--- src/verilog/dtm_pkg.sv ---
// dtm_pkg: constants and carrier types of the dual timer block
// assumes one system clock; pins arrive unsynchronised
package dtm_pkg;

    // ************************************************************
    // special function register addresses
    // ************************************************************
    localparam logic [7:0] ADDR_TIMER_CONTROL      = 8'h88;
    localparam logic [7:0] ADDR_TIMER_MODE         = 8'h89;
    localparam logic [7:0] ADDR_TIMER_A_COUNT_LOW  = 8'h8a;
    localparam logic [7:0] ADDR_TIMER_B_COUNT_LOW  = 8'h8b;
    localparam logic [7:0] ADDR_TIMER_A_COUNT_HIGH = 8'h8c;
    localparam logic [7:0] ADDR_TIMER_B_COUNT_HIGH = 8'h8d;
    localparam logic [7:0] REG_RESET               = 8'h00;

    // ************************************************************
    // timer_control bit positions
    // ************************************************************
    localparam int TIMER_CONTROL_TB_OVF  = 7;
    localparam int TIMER_CONTROL_TB_RUN  = 6;
    localparam int TIMER_CONTROL_TA_OVF  = 5;
    localparam int TIMER_CONTROL_TA_RUN  = 4;
    localparam int TIMER_CONTROL_EB_FLAG = 3;
    localparam int TIMER_CONTROL_EB_TYPE = 2;
    localparam int TIMER_CONTROL_EA_FLAG = 1;
    localparam int TIMER_CONTROL_EA_TYPE = 0;

    // ************************************************************
    // timer_mode bit positions and mode codes
    // ************************************************************
    localparam int TIMER_MODE_TB_GATE = 7;
    localparam int TIMER_MODE_TB_SRC  = 6;
    localparam int TIMER_MODE_TB_MHI  = 5;
    localparam int TIMER_MODE_TB_MLO  = 4;
    localparam int TIMER_MODE_TA_GATE = 3;
    localparam int TIMER_MODE_TA_SRC  = 2;
    localparam int TIMER_MODE_TA_MHI  = 1;
    localparam int TIMER_MODE_TA_MLO  = 0;

    localparam logic [1:0] MODE_13BIT  = 2'h0;
    localparam logic [1:0] MODE_16BIT  = 2'h1;
    localparam logic [1:0] MODE_RELOAD = 2'h2;
    localparam logic [1:0] MODE_SPLIT  = 2'h3;

    // ************************************************************
    // prescaler
    // ************************************************************
    localparam logic [1:0] PRE_DIV12 = 2'h0;
    localparam logic [1:0] PRE_DIV4  = 2'h1;
    localparam logic [1:0] PRE_DIV48 = 2'h2;
    localparam logic [5:0] DIV_12    = 6'h0c;
    localparam logic [5:0] DIV_4     = 6'h04;
    localparam logic [5:0] DIV_48    = 6'h30;
    localparam logic [2:0] EXT_DIV_LAST = 3'h7;

    // ************************************************************
    // synchronised pins
    // ************************************************************
    localparam int PIN_N      = 5;
    localparam int PIN_IRQ_A  = 0;
    localparam int PIN_IRQ_B  = 1;
    localparam int PIN_CNT_A  = 2;
    localparam int PIN_CNT_B  = 3;
    localparam int PIN_EXTCLK = 4;

    typedef struct packed {
        logic       ovf;
        logic [7:0] hi;
        logic [7:0] lo;
    } dtm_step_s;

    typedef struct packed {
        logic [7:0]       timer_control;
        logic [7:0]       timer_mode;
        logic [7:0]       timer_a_count_low;
        logic [7:0]       timer_b_count_low;
        logic [7:0]       timer_a_count_high;
        logic [7:0]       timer_b_count_high;
        logic [5:0]       pre_cnt;
        logic [2:0]       ext_cnt;
        logic [PIN_N-1:0] sync1;
        logic [PIN_N-1:0] sync2;
        logic [PIN_N-1:0] sync3;
        logic [PIN_N-1:0] filt;
        logic [PIN_N-1:0] filt_d;
        logic [7:0]       rdata;
    } dtm_state_s;

    localparam dtm_state_s STATE_RESET = '0;

endpackage

--- src/verilog/dtm_timer.sv ---
// dtm_timer: timer A/B control, mode, count and external interrupt flags
// assumes a cpu special function register port and one-cycle vector acks
// Summary of operation
// - timer B overflow sets control bit 7
// - timer B flag cleared by write or ack
// - timer A overflow sets control bit 5
// - timer A flag cleared by write or ack
// - run bit 6 enables timer B, gated
// - run bit 4 enables timer A, gated
// - ext B flag set on edge/level, cleared
// - ext A flag set on edge/level, cleared
// - type bit 2: 0 level, 1 edge
// - type bit 0: 0 level, 1 edge
// - input B sense from polarity select
// - gate B requires input B active
// - gate A requires input A active
// - source B: prescaled clock or pin falls
// - source A: prescaled clock or pin falls
// - B modes: 13, 16, reload, inactive
// - A modes: 13, 16, reload, split
// - timer A low byte read/write
// - timer B low byte read/write
// - timer A high byte read/write
// - 13-bit: high byte plus five low bits
// - 8-bit reload from unchanged high byte
// - split high byte uses B run, flag
// - prescaler: /12, /4, /48, ext/8
`timescale 1ns/1ps
`default_nettype none
module dtm_timer
    import dtm_pkg::*;
(
    input  wire logic       core_clk,
    input  wire logic       rst,
    input  wire logic [7:0] sfr_addr,
    input  wire logic       sfr_wr,
    input  wire logic [7:0] sfr_wdata,
    input  wire logic       sfr_rd,
    output logic      [7:0] sfr_rdata,
    input  wire logic       ext_irq_a_input,
    input  wire logic       ext_irq_b_input,
    input  wire logic       timer_a_count_pin,
    input  wire logic       timer_b_count_pin,
    input  wire logic       ext_clk_pin,
    input  wire logic       ext_irq_a_polarity,
    input  wire logic       ext_irq_b_polarity,
    input  wire logic [1:0] prescale_select,
    input  wire logic       timer_a_sysclk_select,
    input  wire logic       timer_b_sysclk_select,
    input  wire logic       ack_timer_a,
    input  wire logic       ack_timer_b,
    input  wire logic       ack_ext_a,
    input  wire logic       ack_ext_b,
    output logic            timer_a_overflow_flag,
    output logic            timer_b_overflow_flag,
    output logic            ext_irq_a_flag,
    output logic            ext_irq_b_flag
);

    // ************************************************************
    // state: one registered struct and its next value
    // ************************************************************

    dtm_state_s st;
    dtm_state_s next_st;

    // ************************************************************
    // one count step of a timer in the given mode
    // ************************************************************
    function automatic dtm_step_s tmr_step(
        input logic [1:0] mode,
        input logic [7:0] hi,
        input logic [7:0] lo,
        input logic       en
    );
        logic [8:0] l9;
        logic [5:0] l5;
        logic [8:0] h9;
        tmr_step = '{ovf: 1'b0, hi: hi, lo: lo};
        l9 = {1'b0, lo} + 9'h001;
        l5 = {1'b0, lo[4:0]} + 6'h01;
        h9 = {1'b0, hi} + 9'h001;
        if (en) begin
            case (mode)
                MODE_13BIT: begin
                    // carry out of bit 4 steps the high byte
                    tmr_step.lo = {lo[7:5], l5[4:0]};
                    if (l5[5]) begin
                        tmr_step.hi  = h9[7:0];
                        tmr_step.ovf = h9[8];
                    end
                end
                MODE_16BIT: begin
                    tmr_step.lo = l9[7:0];
                    if (l9[8]) begin
                        tmr_step.hi  = h9[7:0];
                        tmr_step.ovf = h9[8];
                    end
                end
                MODE_RELOAD: begin
                    // high byte keeps the reload value
                    tmr_step.lo  = l9[8] ? hi : l9[7:0];
                    tmr_step.ovf = l9[8];
                end
                default: begin
                    // split halves count as plain bytes
                    tmr_step.lo  = l9[7:0];
                    tmr_step.ovf = l9[8];
                end
            endcase
        end
    endfunction

    // ************************************************************
    // working signals
    // ************************************************************

    logic [PIN_N-1:0] pins;
    logic [PIN_N-1:0] fall;
    logic [PIN_N-1:0] rise;
    logic [5:0]       div;
    logic             pre_tick;
    logic             ext_tick;
    logic             tick_a;
    logic             tick_b;
    logic             act_a;
    logic             act_b;
    logic             edge_a;
    logic             edge_b;
    logic             split;
    logic             en_a;
    logic             en_ah;
    logic             en_b;
    logic             ovf_b;
    dtm_step_s        ra;
    dtm_step_s        rh;
    dtm_step_s        rb;
    logic [7:0]       tc;
    logic [7:0]       tm;

    assign pins = {ext_clk_pin, timer_b_count_pin, timer_a_count_pin,
                   ext_irq_b_input, ext_irq_a_input};

    // ************************************************************
    // next state
    // ************************************************************
    always_comb begin
        next_st = st;
        tc      = st.timer_control;
        tm      = st.timer_mode;

        // ************************************************************
        // three-stage pin sync, change taken once stages 2 and 3 agree
        // ************************************************************
        for (int i = 0; i < PIN_N; i++) begin
            next_st.sync1[i]  = pins[i];
            next_st.sync2[i]  = st.sync1[i];
            next_st.sync3[i]  = st.sync2[i];
            if (st.sync2[i] == st.sync3[i]) begin
                next_st.filt[i] = st.sync3[i];
            end
            next_st.filt_d[i] = st.filt[i];
        end
        fall = st.filt_d & ~st.filt;
        rise = ~st.filt_d & st.filt;

        // ************************************************************
        // prescaler
        // ************************************************************
        case (prescale_select)
            PRE_DIV12: div = DIV_12;
            PRE_DIV4:  div = DIV_4;
            PRE_DIV48: div = DIV_48;
            default:   div = DIV_48;
        endcase
        ext_tick = rise[PIN_EXTCLK] && (st.ext_cnt == EXT_DIV_LAST);
        if (rise[PIN_EXTCLK]) begin
            next_st.ext_cnt = st.ext_cnt + 3'h1;
        end
        pre_tick = (st.pre_cnt >= div - 6'h01);
        next_st.pre_cnt = pre_tick ? 6'h00 : st.pre_cnt + 6'h01;
        // code 11: external clock over eight
        if (prescale_select == MODE_SPLIT) begin
            pre_tick = ext_tick;
        end
        tick_a = timer_a_sysclk_select | pre_tick;
        tick_b = timer_b_sysclk_select | pre_tick;

        // ************************************************************
        // external input sense and edges
        // ************************************************************
        act_a  = ext_irq_a_polarity ? st.filt[PIN_IRQ_A] : ~st.filt[PIN_IRQ_A];
        act_b  = ext_irq_b_polarity ? st.filt[PIN_IRQ_B] : ~st.filt[PIN_IRQ_B];
        edge_a = ext_irq_a_polarity ? rise[PIN_IRQ_A] : fall[PIN_IRQ_A];
        edge_b = ext_irq_b_polarity ? rise[PIN_IRQ_B] : fall[PIN_IRQ_B];

        // ************************************************************
        // timer A
        // ************************************************************
        split = (tm[TIMER_MODE_TA_MHI:TIMER_MODE_TA_MLO] == MODE_SPLIT);
        en_a  = tc[TIMER_CONTROL_TA_RUN]
              & (~tm[TIMER_MODE_TA_GATE] | act_a)
              & (tm[TIMER_MODE_TA_SRC] ? fall[PIN_CNT_A] : tick_a);
        ra    = tmr_step(tm[TIMER_MODE_TA_MHI:TIMER_MODE_TA_MLO], st.timer_a_count_high,
                         st.timer_a_count_low, en_a);
        en_ah = split & tc[TIMER_CONTROL_TB_RUN] & tick_a;
        rh    = tmr_step(MODE_SPLIT, 8'h00, st.timer_a_count_high, en_ah);
        next_st.timer_a_count_low  = ra.lo;
        next_st.timer_a_count_high = split ? rh.lo : ra.hi;

        // ************************************************************
        // timer B: run by mode only while A is split, no pin counting
        // ************************************************************
        if (split) begin
            en_b = tick_b;
        end else begin
            en_b = tc[TIMER_CONTROL_TB_RUN]
                 & (~tm[TIMER_MODE_TB_GATE] | act_b)
                 & (tm[TIMER_MODE_TB_SRC] ? fall[PIN_CNT_B] : tick_b);
        end
        en_b = en_b & (tm[TIMER_MODE_TB_MHI:TIMER_MODE_TB_MLO] != MODE_SPLIT);
        rb   = tmr_step(tm[TIMER_MODE_TB_MHI:TIMER_MODE_TB_MLO], st.timer_b_count_high,
                        st.timer_b_count_low, en_b);
        next_st.timer_b_count_low  = rb.lo;
        next_st.timer_b_count_high = rb.hi;
        ovf_b = split ? rh.ovf : rb.ovf;

        // ************************************************************
        // flags: software write, then ack clear, then hardware set wins
        // ************************************************************
        if (sfr_wr && sfr_addr == ADDR_TIMER_CONTROL) begin
            tc = sfr_wdata;
        end
        if (ack_timer_a) begin
            tc[TIMER_CONTROL_TA_OVF] = 1'b0;
        end
        if (ack_timer_b) begin
            tc[TIMER_CONTROL_TB_OVF] = 1'b0;
        end
        if (ack_ext_a && tc[TIMER_CONTROL_EA_TYPE]) begin
            tc[TIMER_CONTROL_EA_FLAG] = 1'b0;
        end
        if (ack_ext_b && tc[TIMER_CONTROL_EB_TYPE]) begin
            tc[TIMER_CONTROL_EB_FLAG] = 1'b0;
        end
        tc[TIMER_CONTROL_TA_OVF]  = tc[TIMER_CONTROL_TA_OVF] | ra.ovf;
        tc[TIMER_CONTROL_TB_OVF]  = tc[TIMER_CONTROL_TB_OVF] | ovf_b;
        tc[TIMER_CONTROL_EA_FLAG] = tc[TIMER_CONTROL_EA_FLAG]
                         | (tc[TIMER_CONTROL_EA_TYPE] ? edge_a : act_a);
        tc[TIMER_CONTROL_EB_FLAG] = tc[TIMER_CONTROL_EB_FLAG]
                         | (tc[TIMER_CONTROL_EB_TYPE] ? edge_b : act_b);
        next_st.timer_control = tc;

        // ************************************************************
        // register writes take priority over counting
        // ************************************************************
        if (sfr_wr) begin
            case (sfr_addr)
                ADDR_TIMER_MODE:         next_st.timer_mode = sfr_wdata;
                ADDR_TIMER_A_COUNT_LOW:  next_st.timer_a_count_low = sfr_wdata;
                ADDR_TIMER_B_COUNT_LOW:  next_st.timer_b_count_low = sfr_wdata;
                ADDR_TIMER_A_COUNT_HIGH: next_st.timer_a_count_high = sfr_wdata;
                ADDR_TIMER_B_COUNT_HIGH: next_st.timer_b_count_high = sfr_wdata;
                default:                 next_st.timer_mode = tm;
            endcase
        end

        // ************************************************************
        // read data, registered; unmapped reads as zero
        // ************************************************************
        if (sfr_rd) begin
            case (sfr_addr)
                ADDR_TIMER_CONTROL:      next_st.rdata = st.timer_control;
                ADDR_TIMER_MODE:         next_st.rdata = st.timer_mode;
                ADDR_TIMER_A_COUNT_LOW:  next_st.rdata = st.timer_a_count_low;
                ADDR_TIMER_B_COUNT_LOW:  next_st.rdata = st.timer_b_count_low;
                ADDR_TIMER_A_COUNT_HIGH: next_st.rdata = st.timer_a_count_high;
                ADDR_TIMER_B_COUNT_HIGH: next_st.rdata = st.timer_b_count_high;
                default:                 next_st.rdata = REG_RESET;
            endcase
        end
    end

    // ************************************************************
    // state register
    // ************************************************************
    always_ff @(posedge core_clk or posedge rst) begin
        if (rst) begin
            st <= STATE_RESET;
        end else begin
            st <= next_st;
        end
    end

    // ************************************************************
    // outputs, straight from the state register
    // ************************************************************

    assign sfr_rdata             = st.rdata;
    assign timer_a_overflow_flag = st.timer_control[TIMER_CONTROL_TA_OVF];
    assign timer_b_overflow_flag = st.timer_control[TIMER_CONTROL_TB_OVF];
    assign ext_irq_a_flag        = st.timer_control[TIMER_CONTROL_EA_FLAG];
    assign ext_irq_b_flag        = st.timer_control[TIMER_CONTROL_EB_FLAG];

endmodule
`default_nettype wire

--- config.mk ---
export PLATFORM = sky130hd
export DESIGN_NAME = dtm_timer
export DESIGN_NICKNAME = d
export VERILOG_FILES = /design/src/verilog/dtm_pkg.sv /design/src/verilog/dtm_timer.sv
export SDC_FILE = /design/constraint.sdc
export NUM_CORES = 1
export LEC_CHECK = 0
export ABC_AREA = 0
export BUFFER_PORTS_ARGS = -buffer_cell sky130_fd_sc_hd__clkbuf_2
export CAP_MARGIN = 20
export CORE_MARGIN = 2
export CORE_UTILIZATION = 27
export CTS_BUF_LIST = sky130_fd_sc_hd__clkbuf_8
export CTS_CLUSTER_SIZE = 25
export DETAILED_ROUTE_END_ITERATION = 16
export GPL_TIMING_DRIVEN = 0
export PLACE_DENSITY_LB_ADDON = 0.05
export SLEW_MARGIN = 25
export SYNTH_ARGS = -nofsm -noshare
export SYNTH_HDL_FRONTEND = slang
export SYNTH_SLANG_ARGS = --single-unit
--- constraint.sdc ---
create_clock -name core_clk -period 2.88 [get_ports core_clk]
set_clock_uncertainty 0.2 [all_clocks]
set_input_delay 0.144 -clock core_clk [delete_from_list [all_inputs] [get_ports core_clk]]
set_output_delay 0.144 -clock core_clk [all_outputs]
set_load 0.005 [all_outputs]
**Yosys cells after proc, flatten, opt, wreduce, memory -nomap -nowiden**

Cells that the tools add are included.

- $add $sub $neg: 9
- Order comparisons: 1
- Mux-type cells: 41
- Equality and inequality tests: 20
- Reduce and logical (&&, ||, !) cells: 8
- Bitwise gates (word level): 23

Operators by type and width:

| kind | number |
|---|---|
| two-way mux 8 bit | 9 |
| case mux 8 bit (2 select lines) | 4 |
| equality test 8 bit, second input constant | 6 |
| case mux 8 bit (6 select lines) | 1 |
| adder 8 x 1 -> 9 bit, second input constant | 4 |
| two-way mux 9 bit | 4 |
| two-way mux 17 bit | 2 |
| two-way mux 32 bit | 1 |
| two-way mux 1 bit | 16 |
| adder 5 x 1 -> 6 bit, second input constant | 2 |
| case mux 6 bit (2 select lines) | 1 |
| equality test 2 bit, second input constant | 4 |
| bitwise OR 1 bit | 8 |
| bitwise AND 1 bit | 7 |
| adder 6 x 1 -> 6 bit, second input constant | 1 |
| equality test 2 x 1 -> 1 bit, second input constant | 3 |
| >= comparator 6 bit | 1 |
| logical NOT 2 bit | 3 |
| two-way mux 6 bit | 1 |
| subtractor 6 x 1 -> 6 bit, second input constant | 1 |
| bitwise AND 5 bit | 1 |
| equality test 1 bit | 5 |
| NOT 5 bit | 1 |
| bitwise AND 4 bit | 1 |
| other kinds (8) | 15 |

- Word-level logic and storage cells: 121
- Register bits: 90

**Depth between registers and ports, before layout**

- Depth in word-level cells: 13
- Gate-level depth with buffers: 11
- Gate-level depth less buffers: 8

**Worst setup path before layout**

Ideal clock, no wire load.

- Kind: reg2reg
- From: register st[39] in the netlist's numbering
- To: register st[47] in the netlist's numbering
- Setup slack: 338 ps
- Required time: 2,598 ps
- Path buffers: 1
- Arrival: 2,260 ps
- Library setup time: 82 ps
- Stages on the path, launching flop included: 9
- Path through: dfrtp_1 ha_1 o211ai_1 o21ai_1 a21oi_2 or4_1 buf_2 or4_1 a31oi_1

RTL lines:

| element | line | RTL |
|---|---|---|
| start, declared | dtm_timer.sv:64 | `dtm_state_s st;` |
| start signal, assigned | dtm_timer.sv:291 | `st <= next_st;` |

==> results.ini <==
[drt]
drc = 0
wirelength_microns = 16770
num_vias = 4404
ant_nets = 0
routed_via_density = 4.993
wire_per_inst_microns = 19.01
drtIter0Drc = 308
drtPass1Iterations = 5

[floorplanning]
die_area_sq_um = 20400
core_area_sq_um = 18830
floorplan.initialDensity = 0.2764
num_rows = 50
dieHeight_microns = 142.8
fp.dieW_microns = 142.8
io_pins = 47

[cells_and_area]
layout_common_cells = dfrtp_1, nand2_1, nor2_1, clkbuf_2, a21oi_1
antenna_cells = 0
regArea_sq_um = 2252
fill_cells = 1988
syn_to_final_growth_pct = 21.01
drive_gt1_frac = 0.1994
layout_commonest_cell = dfrtp_1
nNetsFinal = 663
fin_util = 0.3345
multi_input_area_sq_um = 2738

[setup_path]
crit_start = st[39]$_DFF_PP0_
cp_max_fo = 9
timing.rr.start = st[39]$_DFF_PP0_
rr_endpoint = st[49]$_DFF_PP0_
rr_worst_depth = 8
critical_path.most_common_cell = or4_1
critPathRequiredTime_ps = 2980
cp_cell_sequence = ha_1, o211ai_1, o21ai_2, a21oi_4, or4_1, buf_2, or4_1, a31oi_1
critPathCaptureType = register
arrival_ps = 2890
r2r_slack_ps = 90
crit_path_start_kind = register
critPathKind = reg -> reg
slowest_delay_ps = 500
worstSetupEndpoint = st[49]$_DFF_PP0_
critical-path-slowest-cell = or4_1

[power_and_ir_drop]
p_int_mw = 2.452
p_sw_frac = 0.3592
p_sw_mw = 1.374
combPwrFrac = 0.284
power_mw = 3.826
p_leak_nw = 2.486
clkPwrFrac = 0.266
sequentialPowerShare = 0.450
p_per_area_nw_per_um2 = 607.4
vdd_drop_max_uv = 250.6

[clocking]
clk_latency_ps = 380
clk_pin_slew_worst_paths_ps = 100
cts_buffers = 9
cts_tree = done
cts_max_level = 3
root_buffer = clkbuf_8
cts.sinks = 90
clock_tree.buffer_depth = 2

[sta]
worst_pin_slew_ps = 1019
relSlewSlack = 0.3204
finalHoldViolations = 0
setup_viol_count_final = 0
max_freq_mhz = 358.6
setup_tns_ps = 0
finalCritPeriodShare = 0.9684
post-route-min-period_ps = 2789
drv_slew = 0

[global_route]
grt_pass1_wl_microns = 26390
grt_antenna_before_repair = 0
grt_pass1_vias = 4391
grt_max_degree = 66
grtUsageTotal = 0.1735
overflow = 0

[min_path]
hold_path_class = in -> async

[synthesis]
synthArstFlopShare = 1.000
ys.flop_type = dfrtp_1
yosysSeqAreaShare = 0.4327
post-synth-top-area-fraction = 0.4327
syn_nets = 583
synth_cells = 537
syn_area_sq_um = 5205
ys_warn_count = 0
synth_seq_cells = 90
avgSynthCellArea_sq_um = 9.693
synth_edf_count = 0
yosysTopAreaCell = dfrtp_1
yosys-top-cells-area = dfrtp_1, nand2_1, nor2_1
synth.distinct_cells = 70

[place]
dp_hpwl_microns = 12240
gp_congestion = 0.8437
portBuffers = 44

[run]
drv_cap = 0

[status]
status = finished, final reports clean

[state kept, by name, summed over array words and instances (netlist names)]
signal	flops
ext_irq_b_flag	1
next_st	15
tm	8
st	55
timer_b_overflow_flag	1
ext_irq_a_flag	1
sfr_rdata	8
timer_a_overflow_flag	1
[layer usage]
| layer | part of all wire | global-route usage |
|---|---|---|
| met5 | 0 | 0 |
| met4 | 0.018 | 0.05732 |
| met3 | 0.039 | 0.02314 |
| met2 | 0.46 | 0.2794 |
| met1 | 0.48 | 0.2411 |
[logic make-up (layout without fill, tap and decap cells)]
group	after synthesis	count (layout)	share of synthesized area
compound gates	123	123	0.1591
xor+xnor	28	28	0.04711
fa+ha+maj	16	16	0.03606
buf+inv	60	145	0.05120
flops	90	90	0.4327
mux	37	37	0.09423
other cells	1	1	0.0007205
simple gates	182	182	0.1789
[metrics by stage]
| step | hold WS [ps] | instances | cell area (sq um) | worst slack (ps) |
|---|---|---|---|---|
| floorplan | -24.57 | 537 | 5205 | 200.7 |
| global placement | 52.89 | 841 | 5751 | -1224 |
| detailed placement | -74.99 | 842 | 5794 | -189.7 |
| CTS | 41.05 | 880 | 6236 | 15.39 |
| global route | 58.21 | 882 | 6299 | -78.91 |
| finish | 57.17 | 882 | 6299 | 91.15 |
[synthesized netlist by cell type (6+ instances only)]
cell type	count
dfrtp_1	90
nand2_1	51
nor2_1	47
a21oi_1	27
inv_1	24
o21ai_0	24
nor3_1	20
clkbuf_1	16
mux2i_1	16
xnor2_1	16
nand3_1	14
mux2_2	13
xor2_1	12
ha_1	11
nor4_1	11
o22ai_1	11
a31oi_1	8
buf_2	8
buf_4	8
a22o_1	7
mux4_2	7
nand4_1	6
[timing repair]
item                                    4_1_cts  5_1_grt
pin swaps                                     1        1
endpoints found under the hold margin       138        0
setup buffers                                 1        2
hold buffers                                 21        0
endpoints found under the setup margin        9       14
resized for setup                             0       10
gates cloned                                  0        0
[worst min path at each step]
stage | from | endpoint | slack (ps) | cells past startpoint
final | rst | st[51]$_DFF_PP0_ | 60 | 3
after floorplan | ext_irq_a_input | next_st[23]$_DFF_PP0_ | -20 | 0
after global placement | timer_a_count_pin | next_st[25]$_DFF_PP0_ | 50 | 1
after global routing | rst | st[40]$_DFF_PP0_ | 60 | 3
after CTS | rst | st[40]$_DFF_PP0_ | 40 | 3
after detailed placement | rst | st[36]$_DFF_PP0_ | -70 | 2
[critical path: cells and delay by family, from the launching register on]
kind,cells,cell delay [ps]
adders and majority gates,1,310
DFF,1,450
and+or+nand+nor,2,900
AOI/OAI and AO/OA,4,670
buffers and inverters,1,180
[area by class of cell]
cell class              instances  area share
multi-input cells             387      0.4346
repair buffers                 69     0.07628
inverters                      24     0.01510
well taps                     260     0.05165
flip-flops and latches         90      0.3576
clock inverters                 7     0.01589
plain buffers                  36     0.02920
clock buffers                   9     0.01967
[power by group through the flow]
stage	Combinational [mW]	Sequential, mW	Clock [mW]
after global routing	1.23	1.75	1.11
after CTS	1.07	1.72	1.07
after floorplan	0.773	1.65	0
after detailed placement	1.04	1.75	0
final	1.09	1.72	1.02
after global placement	1.02	1.74	0
(Power assumes the default switching activity.)
